## config.mk

```make
export PLATFORM = sky130hd
export DESIGN_NAME = brownout_poweron_monitor
export DESIGN_NICKNAME = d
export VERILOG_FILES = /design/src/shared/pwr_mon_pkg.sv /design/src/shared/bo_if.sv /design/src/verilog/brownout_poweron_monitor.sv /design/src/verilog/trip_level_select.sv /design/src/verilog/brownout_detector.sv
export SDC_FILE = /design/constraint.sdc
export NUM_CORES = 1
export LEC_CHECK = 0
export ABC_AREA = 1
export BUFFER_PORTS_ARGS = -buffer_cell sky130_fd_sc_hd__buf_2
export CELL_PAD_IN_SITES_DETAIL_PLACEMENT = 1
export CELL_PAD_IN_SITES_GLOBAL_PLACEMENT = 2
export CORE_MARGIN = 5
export CORE_UTILIZATION = 26
export DETAILED_ROUTE_END_ITERATION = 6
export PLACE_DENSITY_LB_ADDON = 0.1
export SYNTH_ARGS = -nofsm -noshare
export SYNTH_HDL_FRONTEND = slang
export SYNTH_SLANG_ARGS = --single-unit
```

## constraint.sdc

```tcl
create_clock -name aclk -period 1.9 [get_ports aclk]
set_input_delay 0.285 -clock aclk [delete_from_list [all_inputs] [get_ports aclk]]
set_output_delay 0.285 -clock aclk [all_outputs]
set_load 0.005 [all_outputs]
```

## src/shared/pwr_mon_pkg.sv

```systemverilog
// Shared constants and types for the supply monitor block
package pwr_mon_pkg;

	// --------------------------------------------------------------
	// Register byte offsets
	// --------------------------------------------------------------
	localparam logic [7:0] OFS_PWR_CTRL = 8'h00;
	localparam logic [7:0] OFS_IRQ_CFG = 8'h04;
	localparam logic [7:0] OFS_USER_CFG = 8'h08;
	localparam logic [7:0] OFS_IRQ_EN = 8'h0C;
	localparam logic [7:0] OFS_RST_SRC = 8'h10;
	localparam logic [7:0] OFS_EVT_STAT = 8'h14;
	localparam logic [7:0] OFS_EVT_MASK = 8'h18;
	localparam logic [7:0] OFS_MON_STAT = 8'h1C;

	// --------------------------------------------------------------
	// Field positions inside the low byte of each register
	// --------------------------------------------------------------
	localparam int BIT_PMODE_LO = 0;
	localparam int BIT_PMODE_HI = 1;
	localparam int BIT_IRQ_ARM = 4;
	localparam int BIT_ISEL_LO = 0;
	localparam int BIT_ISEL_HI = 1;
	localparam int BIT_RSEL_LO = 3;
	localparam int BIT_RSEL_HI = 5;
	localparam int BIT_SRC_EN = 5;
	localparam int BIT_GIE = 7;
	localparam int BIT_POF = 4;
	localparam int BIT_BOF = 5;
	localparam int BIT_BROWNOUT_IRQ_FLAG = 6;
	localparam int BIT_MON_RST = 0;
	localparam int BIT_MON_IRQ = 1;
	localparam int BIT_MON_FLASH = 2;
	localparam int BIT_MON_RSVD = 3;

	// --------------------------------------------------------------
	// Reset values
	// --------------------------------------------------------------
	localparam logic [1:0] RST_ISEL = 2'h1;
	localparam logic [1:0] RST_RSEL = 2'h1;
	localparam logic [3:0] RST_EVT_MASK = 4'h0;

	// --------------------------------------------------------------
	// Trip selection codes and level indices
	// --------------------------------------------------------------
	localparam logic [1:0] SEL_NONE = 2'h0;
	localparam logic [1:0] RSEL_2V4 = 2'h2;
	localparam logic [1:0] RSEL_3V0 = 2'h3;
	localparam logic [1:0] ISEL_2V6 = 2'h2;
	localparam logic [1:0] ISEL_3V2 = 2'h3;
	localparam int NUM_LVL = 5;
	localparam logic [2:0] LVL_2V2 = 3'h0;
	localparam logic [2:0] LVL_2V4 = 3'h1;
	localparam logic [2:0] LVL_2V6 = 3'h2;
	localparam logic [2:0] LVL_3V0 = 3'h3;
	localparam logic [2:0] LVL_3V2 = 3'h4;

	// --------------------------------------------------------------
	// Event status bits
	// --------------------------------------------------------------
	localparam int NUM_EVT = 4;
	localparam int EVT_RST = 0;
	localparam int EVT_IRQ = 1;
	localparam int EVT_FLASH = 2;
	localparam int EVT_POR = 3;

	// --------------------------------------------------------------
	// Bus answers and types
	// --------------------------------------------------------------
	localparam logic [1:0] RESP_OKAY = 2'h0;
	localparam logic [1:0] RESP_DECERR = 2'h3;

	typedef enum logic [1:0] {
		PM_NORMAL = 2'b00,
		PM_IDLE = 2'b01,
		PM_DOWN = 2'b10,
		PM_TOTAL_DOWN = 2'b11
	} pwr_mode_t;

	typedef enum logic [1:0] {
		WR_IDLE = 2'b01,
		WR_RESP = 2'b10
	} wr_state_t;

	typedef enum logic [1:0] {
		RD_IDLE = 2'b01,
		RD_RESP = 2'b10
	} rd_state_t;

endpackage

```

## src/shared/bo_if.sv

```systemverilog
// Interface joining the monitor top to its decode and detector parts
`timescale 1ns/1ps
interface bo_if;
	logic [1:0] pwr_mode;
	logic [1:0] rst_sel;
	logic [1:0] irq_sel;
	logic irq_arm;
	logic [pwr_mon_pkg::NUM_LVL-1:0] vdd_below;
	logic [2:0] rst_lvl;
	logic [2:0] irq_lvl;
	logic irq_lvl_ok;
	logic cfg_reserved;
	logic rst_cond;
	logic irq_cond;
	logic flash_cond;

	modport top (
		output pwr_mode, rst_sel, irq_sel, irq_arm, vdd_below,
		input rst_lvl, irq_lvl, irq_lvl_ok, cfg_reserved,
		input rst_cond, irq_cond, flash_cond
	);
	modport sel (
		input rst_sel, irq_sel,
		output rst_lvl, irq_lvl, irq_lvl_ok, cfg_reserved
	);
	modport det (
		input pwr_mode, irq_arm, vdd_below, rst_lvl, irq_lvl, irq_lvl_ok,
		output rst_cond, irq_cond, flash_cond
	);
endinterface

```

## src/verilog/brownout_poweron_monitor.sv

```systemverilog
// Top of the supply monitor: register slave, flags, modes and outputs
//
// Notes on behaviour
// RQ1 - A reset-level trip asserts the processor reset in every mode but total power-down and cannot be switched off.
// RQ2 - Reset and interrupt trips each have their own two-bit selection of three levels.
// RQ3 - Selection pairs decode to 2.2/2.4/3.0 V reset with the listed interrupt levels; other pairs are reserved.
// RQ4 - Software is expected to set the reset level below the interrupt level.
// RQ5 - Power mode 11 disables all brownout detection, so no reset or interrupt trip occurs.
// RQ6 - The brownout interrupt needs a live mode, the arm bit, the source enable and the global enable.
// RQ7 - The brownout reset flag is bit 5 of the reset-source register, clear after reset, set on a reset trip.
// RQ8 - The brownout interrupt flag is bit 6 of the reset-source register, clear after reset, set on an interrupt trip.
// RQ9 - The flash monitor runs whenever the upper mode bit is 0 and cannot be switched off.
// RQ10 - The flash monitor trips at 2.4 V and blocks program and erase while below it.
// RQ11 - An enabled condition follows the supply: asserted below the trip, negated above it.
// RQ12 - The power-on flag is bit 4, set on power-up and held until software writes 0.
// RQ13 - Setting the power-on flag also sets the brownout reset flag.
// RQ14 - The power mode is a two-bit field, 00 normal by default.
// RQ15 - Idle mode 01 is left on any enabled interrupt or any reset.
// RQ16 - Mode 10 stops the oscillator; mode 11 also turns off detection and comparators.
// RQ17 - The interrupt flag stays set until written 0 and keeps the request pending while enabled.
//
// Decided for this implementation: the AXI4-Lite slave port and the placing of the registers.
`timescale 1ns/1ps
module brownout_poweron_monitor (
	input wire logic aclk, // System clock
	input wire logic aresetn, // Synchronous reset, active low
	input wire logic ce, // Clock enable, state frozen while low
	input wire logic [7:0] awaddr, // Write address
	input wire logic awvalid, // Write address valid
	output logic awready, // Write address ready
	input wire logic [31:0] wdata, // Write data
	input wire logic [3:0] wstrb, // Write byte strobes
	input wire logic wvalid, // Write data valid
	output logic wready, // Write data ready
	output logic [1:0] bresp, // Write response
	output logic bvalid, // Write response valid
	input wire logic bready, // Write response ready
	input wire logic [7:0] araddr, // Read address
	input wire logic arvalid, // Read address valid
	output logic arready, // Read address ready
	output logic [31:0] rdata, // Read data
	output logic [1:0] rresp, // Read response
	output logic rvalid, // Read data valid
	input wire logic rready, // Read data ready
	input wire logic [4:0] vdd_below, // Comparators, high while below
	input wire logic poweron_det, // Power-on detector, high at power-up
	input wire logic wake_irq, // Any other enabled interrupt
	output logic cpu_reset_req, // Processor reset request
	output logic flash_block, // Blocks flash program and erase
	output logic brownout_irq_req, // Brownout interrupt request
	output logic irq, // Event interrupt, level
	output logic [1:0] pwr_mode, // Current power mode
	output logic osc_stop, // Stop the oscillator
	output logic cmp_disable // Turn off voltage comparators
);

	// --------------------------------------------------------------
	// Helpers
	// --------------------------------------------------------------
	// Word-align a byte address; low two bits are ignored
	function automatic logic [7:0] word_of(input logic [7:0] a);
		word_of = {a[7:2], 2'b00};
	endfunction

	// True for every implemented register word
	function automatic logic mapped(input logic [7:0] w);
		mapped = (w == pwr_mon_pkg::OFS_PWR_CTRL) ||
			(w == pwr_mon_pkg::OFS_IRQ_CFG) ||
			(w == pwr_mon_pkg::OFS_USER_CFG) ||
			(w == pwr_mon_pkg::OFS_IRQ_EN) ||
			(w == pwr_mon_pkg::OFS_RST_SRC) ||
			(w == pwr_mon_pkg::OFS_EVT_STAT) ||
			(w == pwr_mon_pkg::OFS_EVT_MASK) ||
			(w == pwr_mon_pkg::OFS_MON_STAT);
	endfunction

	// --------------------------------------------------------------
	// State
	// --------------------------------------------------------------
	pwr_mon_pkg::wr_state_t wr_state_reg;
	pwr_mon_pkg::rd_state_t rd_state_reg;
	pwr_mon_pkg::pwr_mode_t pmode_reg;
	pwr_mon_pkg::pwr_mode_t pmode_next;
	logic aw_have_reg;
	logic w_have_reg;
	logic [7:0] aw_word_reg;
	logic [7:0] w_byte_reg;
	logic w_lane_reg;
	logic irq_arm_reg;
	logic [1:0] isel_reg;
	logic [1:0] rsel_reg;
	logic src_en_reg;
	logic gie_reg;
	logic pof_reg;
	logic bof_reg;
	logic brownout_irq_flag_reg;
	logic por_prev_reg;
	logic [3:0] evt_stat_reg;
	logic [3:0] evt_mask_reg;
	logic [7:0] rd_byte;
	logic [7:0] byte_pwr;
	logic [7:0] byte_user;
	logic [7:0] byte_ien;
	logic [7:0] byte_src;
	logic [7:0] byte_mon;

	bo_if bus();

	// --------------------------------------------------------------
	// Decode and detection
	// --------------------------------------------------------------
	assign bus.pwr_mode = pmode_reg;
	assign bus.rst_sel = rsel_reg;
	assign bus.irq_sel = isel_reg;
	assign bus.irq_arm = irq_arm_reg;
	assign bus.vdd_below = vdd_below;

	trip_level_select u_sel (
		.bus(bus)
	);

	brownout_detector u_det (
		.bus(bus)
	);

	// --------------------------------------------------------------
	// Bus handshakes and write strobes
	// --------------------------------------------------------------
	wire aw_take;
	wire w_take;
	wire ar_take;
	wire wr_fire;
	wire wr_en;
	wire wr_pwr;
	wire wr_icfg;
	wire wr_user;
	wire wr_ien;
	wire wr_src;
	wire wr_mask;
	wire [7:0] ar_word;
	wire stat_rd_clr;
	assign aw_take = awvalid & awready;
	assign w_take = wvalid & wready;
	assign ar_take = arvalid & arready;
	assign wr_fire = (wr_state_reg == pwr_mon_pkg::WR_IDLE) &
		aw_have_reg & w_have_reg;
	// Every field lives in byte lane 0, so only that strobe matters
	assign wr_en = wr_fire & w_lane_reg;
	assign wr_pwr = wr_en & (aw_word_reg == pwr_mon_pkg::OFS_PWR_CTRL);
	assign wr_icfg = wr_en & (aw_word_reg == pwr_mon_pkg::OFS_IRQ_CFG);
	assign wr_user = wr_en & (aw_word_reg == pwr_mon_pkg::OFS_USER_CFG);
	assign wr_ien = wr_en & (aw_word_reg == pwr_mon_pkg::OFS_IRQ_EN);
	assign wr_src = wr_en & (aw_word_reg == pwr_mon_pkg::OFS_RST_SRC);
	assign wr_mask = wr_en & (aw_word_reg == pwr_mon_pkg::OFS_EVT_MASK);
	assign ar_word = word_of(araddr);
	assign stat_rd_clr = ar_take & (ar_word == pwr_mon_pkg::OFS_EVT_STAT);

	// --------------------------------------------------------------
	// Flag and mode next values
	// --------------------------------------------------------------
	wire pof_next;
	wire bof_next;
	wire brownout_irq_flag_next;
	wire idle_wake;
	wire brq_next;
	wire [3:0] evt_set;
	wire [3:0] evt_stat_next;
	// Set terms are ORed after the clear, so a trip in the clearing
	// cycle survives
	assign pof_next = poweron_det | (pof_reg &
		~(wr_src & ~w_byte_reg[pwr_mon_pkg::BIT_POF])); // [RQ12]
	assign bof_next = bus.rst_cond | poweron_det | (bof_reg &
		~(wr_src & ~w_byte_reg[pwr_mon_pkg::BIT_BOF])); // [RQ7] [RQ13]
	assign brownout_irq_flag_next = bus.irq_cond | (brownout_irq_flag_reg &
		~(wr_src & ~w_byte_reg[pwr_mon_pkg::BIT_BROWNOUT_IRQ_FLAG])); // [RQ8] [RQ17]
	// Pending flag keeps the request up while all enables hold
	assign brq_next = brownout_irq_flag_reg & irq_arm_reg & src_en_reg & gie_reg &
		(pmode_reg != pwr_mon_pkg::PM_TOTAL_DOWN); // [RQ6] [RQ17]
	assign idle_wake = (pmode_reg == pwr_mon_pkg::PM_IDLE) &
		(wake_irq | brownout_irq_req | irq); // [RQ15]
	// A software write wins over a wake or a brownout reset in the same cycle;
	// otherwise a brownout reset returns the mode to normal like any other reset
	assign pmode_next = wr_pwr ? pwr_mon_pkg::pwr_mode_t'(
		w_byte_reg[pwr_mon_pkg::BIT_PMODE_HI:pwr_mon_pkg::BIT_PMODE_LO]) :
		(idle_wake | bus.rst_cond) ? pwr_mon_pkg::PM_NORMAL :
		pmode_reg; // [RQ14] [RQ15]
	// Events are rising edges of the reset and flash conditions and poweron_det; the irq event sets while its flag is clear
	assign evt_set = {poweron_det & ~por_prev_reg,
		bus.flash_cond & ~flash_block,
		bus.irq_cond & ~brownout_irq_flag_reg,
		bus.rst_cond & ~cpu_reset_req};
	assign evt_stat_next = evt_set |
		(evt_stat_reg & ~{pwr_mon_pkg::NUM_EVT{stat_rd_clr}});

	// --------------------------------------------------------------
	// Read data bytes
	// --------------------------------------------------------------
	always_comb
	begin
		byte_pwr = 8'h00;
		byte_pwr[pwr_mon_pkg::BIT_PMODE_HI:pwr_mon_pkg::BIT_PMODE_LO] =
			pmode_reg;
		byte_pwr[pwr_mon_pkg::BIT_IRQ_ARM] = irq_arm_reg;
		byte_user = 8'h00;
		byte_user[pwr_mon_pkg::BIT_RSEL_HI] = rsel_reg[1];
		byte_user[pwr_mon_pkg::BIT_RSEL_LO] = rsel_reg[0];
		byte_ien = 8'h00;
		byte_ien[pwr_mon_pkg::BIT_SRC_EN] = src_en_reg;
		byte_ien[pwr_mon_pkg::BIT_GIE] = gie_reg;
		byte_src = 8'h00;
		byte_src[pwr_mon_pkg::BIT_POF] = pof_reg;
		byte_src[pwr_mon_pkg::BIT_BOF] = bof_reg;
		byte_src[pwr_mon_pkg::BIT_BROWNOUT_IRQ_FLAG] = brownout_irq_flag_reg;
		byte_mon = 8'h00;
		byte_mon[pwr_mon_pkg::BIT_MON_RST] = bus.rst_cond;
		byte_mon[pwr_mon_pkg::BIT_MON_IRQ] = bus.irq_cond;
		byte_mon[pwr_mon_pkg::BIT_MON_FLASH] = bus.flash_cond;
		byte_mon[pwr_mon_pkg::BIT_MON_RSVD] = bus.cfg_reserved;
	end

	// Unmapped words read as zero
	assign rd_byte =
		(ar_word == pwr_mon_pkg::OFS_PWR_CTRL) ? byte_pwr :
		(ar_word == pwr_mon_pkg::OFS_IRQ_CFG) ? {6'h00, isel_reg} :
		(ar_word == pwr_mon_pkg::OFS_USER_CFG) ? byte_user :
		(ar_word == pwr_mon_pkg::OFS_IRQ_EN) ? byte_ien :
		(ar_word == pwr_mon_pkg::OFS_RST_SRC) ? byte_src :
		(ar_word == pwr_mon_pkg::OFS_EVT_STAT) ? {4'h0, evt_stat_reg} :
		(ar_word == pwr_mon_pkg::OFS_EVT_MASK) ? {4'h0, evt_mask_reg} :
		(ar_word == pwr_mon_pkg::OFS_MON_STAT) ? byte_mon : 8'h00;

	// --------------------------------------------------------------
	// Write channel: address and data taken in either order
	// --------------------------------------------------------------
	always_ff @(posedge aclk)
	begin
		if (!aresetn)
		begin
			wr_state_reg <= pwr_mon_pkg::WR_IDLE;
			aw_have_reg <= 1'b0;
			w_have_reg <= 1'b0;
			awready <= 1'b0;
			wready <= 1'b0;
			bvalid <= 1'b0;
			bresp <= pwr_mon_pkg::RESP_OKAY;
			aw_word_reg <= 8'h00;
			w_byte_reg <= 8'h00;
			w_lane_reg <= 1'b0;
		end
		else if (ce)
		begin
			case (wr_state_reg)
			pwr_mon_pkg::WR_IDLE:
			begin
				if (aw_take)
				begin
					aw_have_reg <= 1'b1;
					awready <= 1'b0;
					aw_word_reg <= word_of(awaddr);
				end
				else if (!aw_have_reg)
					awready <= 1'b1;
				if (w_take)
				begin
					w_have_reg <= 1'b1;
					wready <= 1'b0;
					w_byte_reg <= wdata[7:0];
					w_lane_reg <= wstrb[0];
				end
				else if (!w_have_reg)
					wready <= 1'b1;
				if (wr_fire)
				begin
					wr_state_reg <= pwr_mon_pkg::WR_RESP;
					bvalid <= 1'b1;
					bresp <= mapped(aw_word_reg) ?
						pwr_mon_pkg::RESP_OKAY : pwr_mon_pkg::RESP_DECERR;
				end
			end
			pwr_mon_pkg::WR_RESP:
			begin
				if (bready)
				begin
					wr_state_reg <= pwr_mon_pkg::WR_IDLE;
					bvalid <= 1'b0;
					aw_have_reg <= 1'b0;
					w_have_reg <= 1'b0;
					awready <= 1'b1;
					wready <= 1'b1;
				end
			end
			default:
				wr_state_reg <= pwr_mon_pkg::WR_IDLE;
			endcase
		end
	end

	// --------------------------------------------------------------
	// Read channel: data is sampled at the address edge
	// --------------------------------------------------------------
	always_ff @(posedge aclk)
	begin
		if (!aresetn)
		begin
			rd_state_reg <= pwr_mon_pkg::RD_IDLE;
			arready <= 1'b0;
			rvalid <= 1'b0;
			rdata <= 32'h00000000;
			rresp <= pwr_mon_pkg::RESP_OKAY;
		end
		else if (ce)
		begin
			case (rd_state_reg)
			pwr_mon_pkg::RD_IDLE:
			begin
				if (ar_take)
				begin
					rd_state_reg <= pwr_mon_pkg::RD_RESP;
					arready <= 1'b0;
					rvalid <= 1'b1;
					rdata <= {24'h000000, rd_byte};
					rresp <= mapped(ar_word) ?
						pwr_mon_pkg::RESP_OKAY : pwr_mon_pkg::RESP_DECERR;
				end
				else
					arready <= 1'b1;
			end
			pwr_mon_pkg::RD_RESP:
			begin
				if (rready)
				begin
					rd_state_reg <= pwr_mon_pkg::RD_IDLE;
					rvalid <= 1'b0;
					arready <= 1'b1;
				end
			end
			default:
				rd_state_reg <= pwr_mon_pkg::RD_IDLE;
			endcase
		end
	end

	// --------------------------------------------------------------
	// Control registers
	// --------------------------------------------------------------
	always_ff @(posedge aclk)
	begin
		if (!aresetn)
		begin
			pmode_reg <= pwr_mon_pkg::PM_NORMAL; // [RQ14]
			irq_arm_reg <= 1'b0;
			isel_reg <= pwr_mon_pkg::RST_ISEL;
			rsel_reg <= pwr_mon_pkg::RST_RSEL;
			src_en_reg <= 1'b0;
			gie_reg <= 1'b0;
			evt_mask_reg <= pwr_mon_pkg::RST_EVT_MASK;
		end
		else if (ce)
		begin
			pmode_reg <= pmode_next;
			if (wr_pwr)
				irq_arm_reg <= w_byte_reg[pwr_mon_pkg::BIT_IRQ_ARM];
			if (wr_icfg)
				isel_reg <= w_byte_reg[pwr_mon_pkg::BIT_ISEL_HI:
					pwr_mon_pkg::BIT_ISEL_LO]; // [RQ2]
			if (wr_user)
				rsel_reg <= {w_byte_reg[pwr_mon_pkg::BIT_RSEL_HI],
					w_byte_reg[pwr_mon_pkg::BIT_RSEL_LO]}; // [RQ2]
			if (wr_ien)
			begin
				src_en_reg <= w_byte_reg[pwr_mon_pkg::BIT_SRC_EN];
				gie_reg <= w_byte_reg[pwr_mon_pkg::BIT_GIE];
			end
			if (wr_mask)
				evt_mask_reg <= w_byte_reg[3:0];
		end
	end

	// --------------------------------------------------------------
	// Flags, events and outputs
	// --------------------------------------------------------------
	// The reset request is not fed back into this block's own reset,
	// so flags survive the brownout reset they record
	always_ff @(posedge aclk)
	begin
		if (!aresetn)
		begin
			pof_reg <= 1'b0;
			bof_reg <= 1'b0; // [RQ7]
			brownout_irq_flag_reg <= 1'b0; // [RQ8]
			por_prev_reg <= 1'b0;
			evt_stat_reg <= 4'h0;
			cpu_reset_req <= 1'b0;
			flash_block <= 1'b0;
			brownout_irq_req <= 1'b0;
			irq <= 1'b0;
			pwr_mode <= 2'h0;
			osc_stop <= 1'b0;
			cmp_disable <= 1'b0;
		end
		else if (ce)
		begin
			pof_reg <= pof_next;
			bof_reg <= bof_next;
			brownout_irq_flag_reg <= brownout_irq_flag_next;
			por_prev_reg <= poweron_det;
			evt_stat_reg <= evt_stat_next;
			cpu_reset_req <= bus.rst_cond; // [RQ1]
			flash_block <= bus.flash_cond; // [RQ10]
			brownout_irq_req <= brq_next; // [RQ6]
			irq <= |(evt_stat_reg & evt_mask_reg);
			pwr_mode <= pmode_reg;
			osc_stop <= pmode_reg[1]; // [RQ16]
			cmp_disable <= pmode_reg == pwr_mon_pkg::PM_TOTAL_DOWN; // [RQ16]
		end
	end

endmodule

```

## src/verilog/trip_level_select.sv

```systemverilog
// Decode of the two trip selection pairs into comparator level indices
`timescale 1ns/1ps
module trip_level_select (
	bo_if.sel bus // Selection bits in, level indices out
);

	// --------------------------------------------------------------
	// Reset level
	// --------------------------------------------------------------
	// Code 00 falls back to the lowest trip so reset can never be lost
	assign bus.rst_lvl = (bus.rst_sel == pwr_mon_pkg::RSEL_3V0) ?
		pwr_mon_pkg::LVL_3V0 : (bus.rst_sel == pwr_mon_pkg::RSEL_2V4) ?
		pwr_mon_pkg::LVL_2V4 : pwr_mon_pkg::LVL_2V2; // [RQ2] [RQ3] [RQ1]

	// --------------------------------------------------------------
	// Interrupt level
	// --------------------------------------------------------------
	// Valid pairs are exactly those where the interrupt code is not
	// below the reset code and the reset code is not 00
	assign bus.irq_lvl_ok = (bus.rst_sel != pwr_mon_pkg::SEL_NONE) &&
		(bus.irq_sel >= bus.rst_sel); // [RQ3]
	assign bus.irq_lvl = (bus.irq_sel == pwr_mon_pkg::ISEL_3V2) ?
		pwr_mon_pkg::LVL_3V2 : (bus.irq_sel == pwr_mon_pkg::ISEL_2V6) ?
		pwr_mon_pkg::LVL_2V6 : pwr_mon_pkg::LVL_2V4; // [RQ2] [RQ3]
	assign bus.cfg_reserved = ~bus.irq_lvl_ok; // [RQ3]

endmodule

```

## src/verilog/brownout_detector.sv

```systemverilog
// Gating of the comparator trips by power mode and arming
`timescale 1ns/1ps
module brownout_detector (
	bo_if.det bus // Mode and levels in, live conditions out
);

	// Pick one comparator output by level index
	function automatic logic below_at(
		input logic [pwr_mon_pkg::NUM_LVL-1:0] v,
		input logic [2:0] lvl
	);
		below_at = v[lvl];
	endfunction

	// --------------------------------------------------------------
	// Monitor enables
	// --------------------------------------------------------------
	wire monitor_on;
	wire flash_on;
	assign monitor_on = bus.pwr_mode != pwr_mon_pkg::PM_TOTAL_DOWN; // [RQ5]
	assign flash_on = ~bus.pwr_mode[1]; // [RQ9]

	// --------------------------------------------------------------
	// Conditions follow the comparators both ways, no latching here
	// --------------------------------------------------------------
	assign bus.rst_cond = monitor_on &
		below_at(bus.vdd_below, bus.rst_lvl); // [RQ1] [RQ11]
	assign bus.irq_cond = monitor_on & bus.irq_arm & bus.irq_lvl_ok &
		below_at(bus.vdd_below, bus.irq_lvl); // [RQ11] [RQ6]
	assign bus.flash_cond = flash_on &
		below_at(bus.vdd_below, pwr_mon_pkg::LVL_2V4); // [RQ10]

endmodule

```

==> metrics.csv, run 1 <==
metric,value,unit
status,completed,
rr_worst_depth,11,
initial_core_util,0.267,
p_per_area,892,nW/µm²
syn2layout_area_growth,21.7,%
final_hold_viol_count,0,
synth_area_leader_cell,dfxtp_1,
netlist_area,3080,µm²
dr_total_vias,2806,
whs,0.211,ns
setup_viol,0,
setup-tns-final,0,ns
yosysUniqueCellTypes,37,
required,2.15,ns
utilization,0.325,
die_y,119,µm
cp.arrival,1.91,ns
synth_edf_count,0,
viasPerCell,4.40,
drc,0,
synth_seq_cells,64,
synthTopCellsByArea,"dfxtp_1 (42%), nand2_1 (10%), a21oi_1 (7.5%)",
yosys_warnings,0,
synth.top_cell.area_share,0.416,
endpoint_kind,flop,
max_stage_delay,0.38,ns
cts_sinks,64,
final_area,3750,µm²
layout_commonest_cell,nand2_1,
placed_cell_area,3440,µm²
fin_nets,559,
fp-row-count,39,
cts_buffers,9,
cp_max_fo,5,
path_clk_slew,0.06,ns
fillers,1467,
grt_overflow,0,
grt_usage,0.135,
slew_viol_final,0,
htreeDepth,3,
leakagePower,1.70,nW
grt_pass1_wl,15200,µm
initialDrtViolationCount,87,
cts-root-buf,clkbuf_16,
drtPass1Iterations,6,
finalCritPeriodShare,0.874,
synthFlopType,dfxtp_1,
holdPathStages,3,
max_cap_violations,0,
ioPinCount,116,
critPathLaunchType,flop,
port_buffers,60,
clk_latency,0.32,ns
min_path_type,primary input to flop,
detail_route.wirelength,9230,µm
die_w,119,µm
gp_congestion,0.810,
dieArea,14100,µm²
ys_seq_area_frac,0.416,
final.min_clock_period,1.66,ns
coreArea,11500,µm²
critical_path_class,flop to flop,
cts_tree,done,
cp_common_cell,nand2_1,
crit_slowest_cell,dfxtp_2,
cts_buffer_depth,2,
finClkSkew,0.00572,ns
async_reset_ff_frac,0,
vdd_drop_max,0.364,mV
rsz0062_at_grt,no,
antenna_found_initial,0,
timing.fmax,602,MHz
grt_max_degree,34,
layout_common_cells,"nand2_1 (85), dfxtp_1 (63), buf_2 (60)",
ant_nets,0,
avgSynthCellArea,7.21,µm²
wl_per_cell,14.5,µm
path_cells,inv_2 -> ha_1 -> nand2_1 -> nand3_1 -> nand2_1 -> nor2_2 -> nand2_1 -> nor2_1 -> inv_1 -> or2_0 -> a21oi_1,
grt_pass1_vias,2924,
diodes,0,
layout-drive-gt1-share,0.212,
hpwl,7000,µm
synthCells,427,
==> layout make-up <==
type                       count  area, µm²  share of cell area
clock buffer                  13        260              0.0695
timing repair buffer          67        353              0.0942
tap                          143        179              0.0478
sequential                    64       1280               0.342
clock inverter                 3       40.0              0.0107
inverter                      43        161              0.0431
multi-input combinational    305       1470               0.392
==> critical path: cells and delay by family, from the launching register on <==
family          cells  cell delay, ns
fa+ha+maj           1            0.29
compound gates      1            0.11
flops               1            0.38
buf+inv             2            0.11
simple gates        7            0.70
==> path summary, 6_finish.rpt <==
path	from	to	slack (ns)
max reg2reg	bus.rst_sel[1]	evt_stat_reg[1]	0.24
min reg2reg	por_prev_reg	por_prev_reg	0.46
min	wdata[7]	w_byte_reg[7]	0.21
max	bus.rst_sel[1]	evt_stat_reg[1]	0.24
==> cell families after synthesis <==
logic type               after synthesis  synth area share
other                                  1           0.00122
buffers and inverters                 81             0.134
adder cells (fa/ha/maj)                2           0.00813
AO/OA/AOI/OAI                         96             0.170
flip-flops                            64             0.416
AND/OR/NAND/NOR                      183             0.270
==> synthesized netlist by cell type, drive strengths merged, types with 2 or more instances <==
cell type	count
ha	2
nand4	6
nand3	16
buf	33
o21ai	38
o211ai	4
a21oi	46
dfxtp	64
inv	42
nand3b	2
clkbuf	5
nor2	61
nand2	87
nor3	6
a211oi	5
or2	4
==> stage by stage <==
stage          power [mW]  cells  setup WS, ns
6_report             3.34    638         0.240
5_1_grt              3.51    638        0.0398
4_1_cts              3.41    638         0.156
3_5_place_dp         1.70    622         0.172
3_3_place_gp         1.70    622         0.190
2_1_floorplan        1.62    450         0.416
==> power breakdown <==
group          switching (mW)  leakage (nW)  internal [mW]
clock                   0.591         0.150           1.08
sequential             0.0301         0.521           1.39
combinational           0.160          1.03         0.0910
total                   0.781          1.70           2.56
==> what timing repair did <==
| item | in CTS | in global routing |
|---|---|---|
| gates resized for setup | 0 | 1 |
| endpoints found under the setup margin | 0 | 1 |
| hold buffers | 0 | 0 |
| setup buffers | 0 | 0 |
==> routing by layer <==
metal | track usage | vias to the layer above | wire (µm)
met5 | 0 | - | 0
li1 | - | 1466 | -
met1 | 0.179 | 1270 | 4560
met2 | 0.217 | 62 | 4180
met4 | 0.0348 | 0 | 108
met3 | 0.0387 | 8 | 382
No activity file was read; power rests on OpenSTA's default activity.
==> inputs of run 2 (changes only) <==
--- a/config.mk
+++ b/config.mk
@@ -14,2 +14,4 @@
 export DETAILED_ROUTE_END_ITERATION = 6
+export HOLD_SLACK_MARGIN = 0.08
+export MAX_ROUTING_LAYER = met4
 export PLACE_DENSITY_LB_ADDON = 0.1
==> constraint.sdc (replaced) <==
create_clock -name aclk -period 1.9 [get_ports aclk]
set_input_delay 0.19 -clock aclk [delete_from_list [all_inputs] [get_ports aclk]]
set_output_delay 0.19 -clock aclk [all_outputs]
set_load 0.005 [all_outputs]
==> run 2 against run 1 <==
Total power is 6.3% lower. Worst hold slack got worse by 0.097 ns. Largest power group unchanged. Fmax is 1.5% lower. Routed wire length is 1.9% lower. Highest routed layer unchanged.
==> metrics.csv, run 2 (synthesis results as in run 1) <==
metric,value,unit
wl_per_cell,14.3,µm
finClkSkew,0.00397,ns
layout_common_cells,"nand2_1 (85), dfxtp_1 (64), buf_2 (60)",
reg2reg_from,bus.rst_sel[1],
rsz0062_at_grt,no,
critical_path_class,flop to flop,
multiInputGateArea,1470,µm²
initialDrtViolationCount,77,
setup_viol,0,
cts_hold_buf,0,
status,completed,
fp-row-count,39,
gp_congestion,0.801,
critPathLaunch,bus.rst_sel[1],
endpoint_kind,flop,
leakagePower,1.67,nW
drtPass1Iterations,4,
viasPerCell,4.49,
coreArea,11500,µm²
diodes,0,
initial_core_util,0.267,
layout-drive-gt1-share,0.203,
grt_overflow,0,
grt_pass1_vias,2951,
max_cap_violations,0,
ant_nets,0,
placed_cell_area,3440,µm²
die_w,119,µm
min_path_type,primary input to flop,
cts_buffers,9,
vdd_drop_max,0.282,mV
grt_max_degree,34,
timing.fmax,593,MHz
die_y,119,µm
cts_setup_buffers,0,
htreeDepth,3,
place_ws,0.222,ns
layout_commonest_cell,nand2_1,
dieArea,14100,µm²
clk_latency,0.33,ns
drc,0,
hpwl,7100,µm
cts_tree,done,
dr_total_vias,2852,
p_per_area,848,nW/µm²
min_from,awaddr[7],
syn2layout_area_growth,20.0,%
register_area,1280,µm²
finalCritPeriodShare,0.887,
cts-root-buf,clkbuf_16,
antenna_found_initial,0,
cts_buffer_depth,2,
detail_route.wirelength,9050,µm
final_hold_viol_count,0,
setup-tns-final,0,ns
fin_nets,558,
grt_pass1_wl,15100,µm
setup_ws,0.215,ns
fillers,1458,
slew_viol_final,0,
critPathLaunchType,flop,
cts_sinks,64,
cp.arrival,1.94,ns
post_cts_resized,0,
grt_usage,0.138,
final_area,3690,µm²
whs,0.114,ns
port_buffers,60,
final.min_clock_period,1.69,ns
cp_max_fo,5,
path_clk_slew,0.05,ns
required,2.16,ns
ioPinCount,116,
==> run 2: cell count changes in the layout (fill, tap and decap cells not counted), sizes merged <==
cell    change
bufinv      -1
clkinv      -1
buf         -1
==> run 2: area by class of cell <==
cell class              instances  share of cell area
clock buffers                  13              0.0678
inverters                      43              0.0437
multi-input cells             305               0.398
clock inverters                 1             0.00136
repair buffers                 66              0.0935
well taps                     143              0.0485
flip-flops and latches         64               0.347
==> run 2: stage by stage <==
step	instances	util	power, mW
global route	635	0.321	3.28
detailed placement	621	0.298	1.70
floorplan	450	-	1.62
CTS	635	0.321	3.19
global placement	621	0.298	1.69
finish	635	0.321	3.13
==> run 2: worst max-delay path, cell delays in order, from the launching register on <==
cell and delay [ns]:
dfxtp_1 0.41, inv_2 0.06, ha_1 0.29, nand2_1 0.05, nand3_1 0.08, nand2_1 0.09, nor2_2 0.10, nand2_1 0.07
nor2_1 0.10, inv_1 0.06, or2_0 0.19, a21oi_1 0.11
==> run 2: power by group <==
group | leakage (nW) | internal [mW] | switching (mW) | total, mW
registers | 0.521 | 1.39 | 0.0299 | 1.42
clock network | 0.126 | 0.902 | 0.563 | 1.46
logic | 1.02 | 0.0910 | 0.158 | 0.249
total | 1.67 | 2.38 | 0.751 | 3.13
==> run 2: worst paths after layout <==
check | end | slack, ns | cells past startpoint
min | aw_word_reg[7] | 0.11 | 3
max | evt_stat_reg[1] | 0.21 | 11
max reg2reg | evt_stat_reg[1] | 0.21 | 11
min reg2reg | por_prev_reg | 0.46 | 2
==> run 2: metal layers <==
| metal | track usage | wire (µm) |
|---|---|---|
| met5 | - | 0 |
| met4 | 0.0565 | 145 |
| met3 | 0.0244 | 348 |
| met2 | 0.218 | 4210 |
| met1 | 0.175 | 4350 |
==> inputs of run 3 (changes only) <==
- CORE_MARGIN: 5 -> 3
==> run 3 against run 2 <==
Critical path depth unchanged. Clock power grew 3%. Sequential share of layout area barely moved. Non-clock buffer count shrank 1. Largest power group unchanged. Utilization unchanged. Count of clock-buffer cells in the layout shrank 1.
==> metrics.csv, run 3 (synthesis results as in run 1) <==
metric,value,unit
fillers,1442,
seq_power_share,0.446,
endpoint_kind,flop,
grt_max_degree,34,
critPathLaunchType,flop,
grt_overflow,0,
antenna_found_initial,0,
internal_power,2.41,mW
power_frac_comb,0.079,
status,completed,
p_per_area,860,nW/µm²
initialDrtViolationCount,93,
grt_usage,0.154,
rr_worst_depth,11,
required,2.16,ns
gp_congestion,0.798,
finalCritPeriodShare,0.857,
p_clk_frac,0.475,
hpwl,6970,µm
coreArea,11500,µm²
min_path_type,primary input to flop,
cts_setup_buffers,0,
cts_buffer_depth,2,
slew_viol_final,0,
ant_nets,0,
vdd_drop_max,0.312,mV
timing.fmax,614,MHz
diodes,0,
setup_viol,0,
detail_route.wirelength,9190,µm
drtPass1Iterations,4,
die_w,115,µm
cts_tree,done,
cp.arrival,1.89,ns
path_clk_slew,0.05,ns
fin_nets,557,
cts_sinks,64,
dr_total_vias,2851,
fp-row-count,39,
layout-drive-gt1-share,0.206,
leakagePower,1.67,nW
wl_per_cell,14.5,µm
viasPerCell,4.50,
die_y,115,µm
grt_pass1_vias,2960,
rrSetupSlack,0.27,ns
initial_core_util,0.267,
cp_max_fo,5,
grt_pass1_wl,15100,µm
clk_latency,0.33,ns
setup-tns-final,0,ns
layout_commonest_cell,nand2_1,
ioPinCount,116,
finClkSkew,0.00582,ns
utilization,0.321,
register_area,1280,µm²
switchingPower,769,µW
holdPathStages,3,
critical_path_class,flop to flop,
drc,0,
dieArea,13200,µm²
multiInputGateArea,1470,µm²
htreeDepth,3,
power.share.switching,0.242,
final.min_clock_period,1.63,ns
max_cap_violations,0,
port_buffers,60,
layout_common_cells,"nand2_1 (85), dfxtp_1 (63), buf_2 (60)",
cts-root-buf,clkbuf_16,
cts_buffers,9,
final_hold_viol_count,0,
rsz0062_at_grt,no,
syn2layout_area_growth,20.0,%
run 3: cell count changes in the layout (fill, tap and decap cells not counted):
cell and delta:
clkbuf_1 -2, buf_4 -1, dfxtp_2 +1, clkbuf_8 +1, dfxtp_1 -1
run 3: area by class of cell:
cell class / instances / area share
Multi-Input combinational cell: 305 / 0.398
Sequential cell: 64 / 0.347
Timing Repair Buffer: 65 / 0.0915
Clock buffer: 12 / 0.0695
Tap cell: 143 / 0.0485
Inverter: 43 / 0.0437
Clock inverter: 1 / 0.00136
run 3: repair_timing:
| action | CTS | global route |
|---|---|---|
| hold buffers | 0 | 0 |
| resized for setup | 0 | 1 |
| setup endpoints to repair | 0 | 1 |
run 3: path summary, 6_finish.rpt:
kind                                startpoint               to
worst max-delay path            bus.rst_sel[1]  evt_stat_reg[1]
worst max register to register  bus.rst_sel[1]  evt_stat_reg[1]
worst min register to register        rdata[2]         rdata[2]
worst min-delay path                 awaddr[6]   aw_word_reg[6]
run 3: power by group through the flow:
stage                     Combinational, mW  Clock (mW)  Sequential [mW]
final                                 0.251        1.51             1.42
after global routing                  0.294        1.62             1.42
after CTS                             0.257        1.56             1.42
after detailed placement              0.255           0             1.45
after global placement                0.252           0             1.44
after floorplan                       0.185           0             1.44
run 3: worst max-delay path, stage by stage, from the launching register on:
cell and delay (ns):
dfxtp_2 0.38, inv_2 0.05, ha_1 0.29, nand2_1 0.05, nand3_1 0.07, nand2_1 0.09, nor2_2 0.10, nand2_1 0.06
nor2_1 0.09, inv_1 0.06, or2_0 0.19, a21oi_1 0.12
run 3: per-layer routing:
layer | vias up | routed length, µm | track usage
met5 | - | 0 | -
li1 | 1459 | - | -
met3 | 11 | 348 | 0.0326
met1 | 1320 | 4330 | 0.192
met2 | 61 | 4350 | 0.245
met4 | 0 | 163 | 0.0603
run 3: metrics by stage:
step	worst slack, ns	cell area, µm²	cells	hold WS, ns	power (mW)
after floorplan	0.416	3160	450	0.328	1.62
after global placement	0.253	3430	620	0.438	1.70
after detailed placement	0.203	3430	620	0.450	1.70
after CTS	0.183	3690	633	0.105	3.24
after global routing	0.0275	3690	633	0.128	3.34
final	0.271	3690	633	0.110	3.18
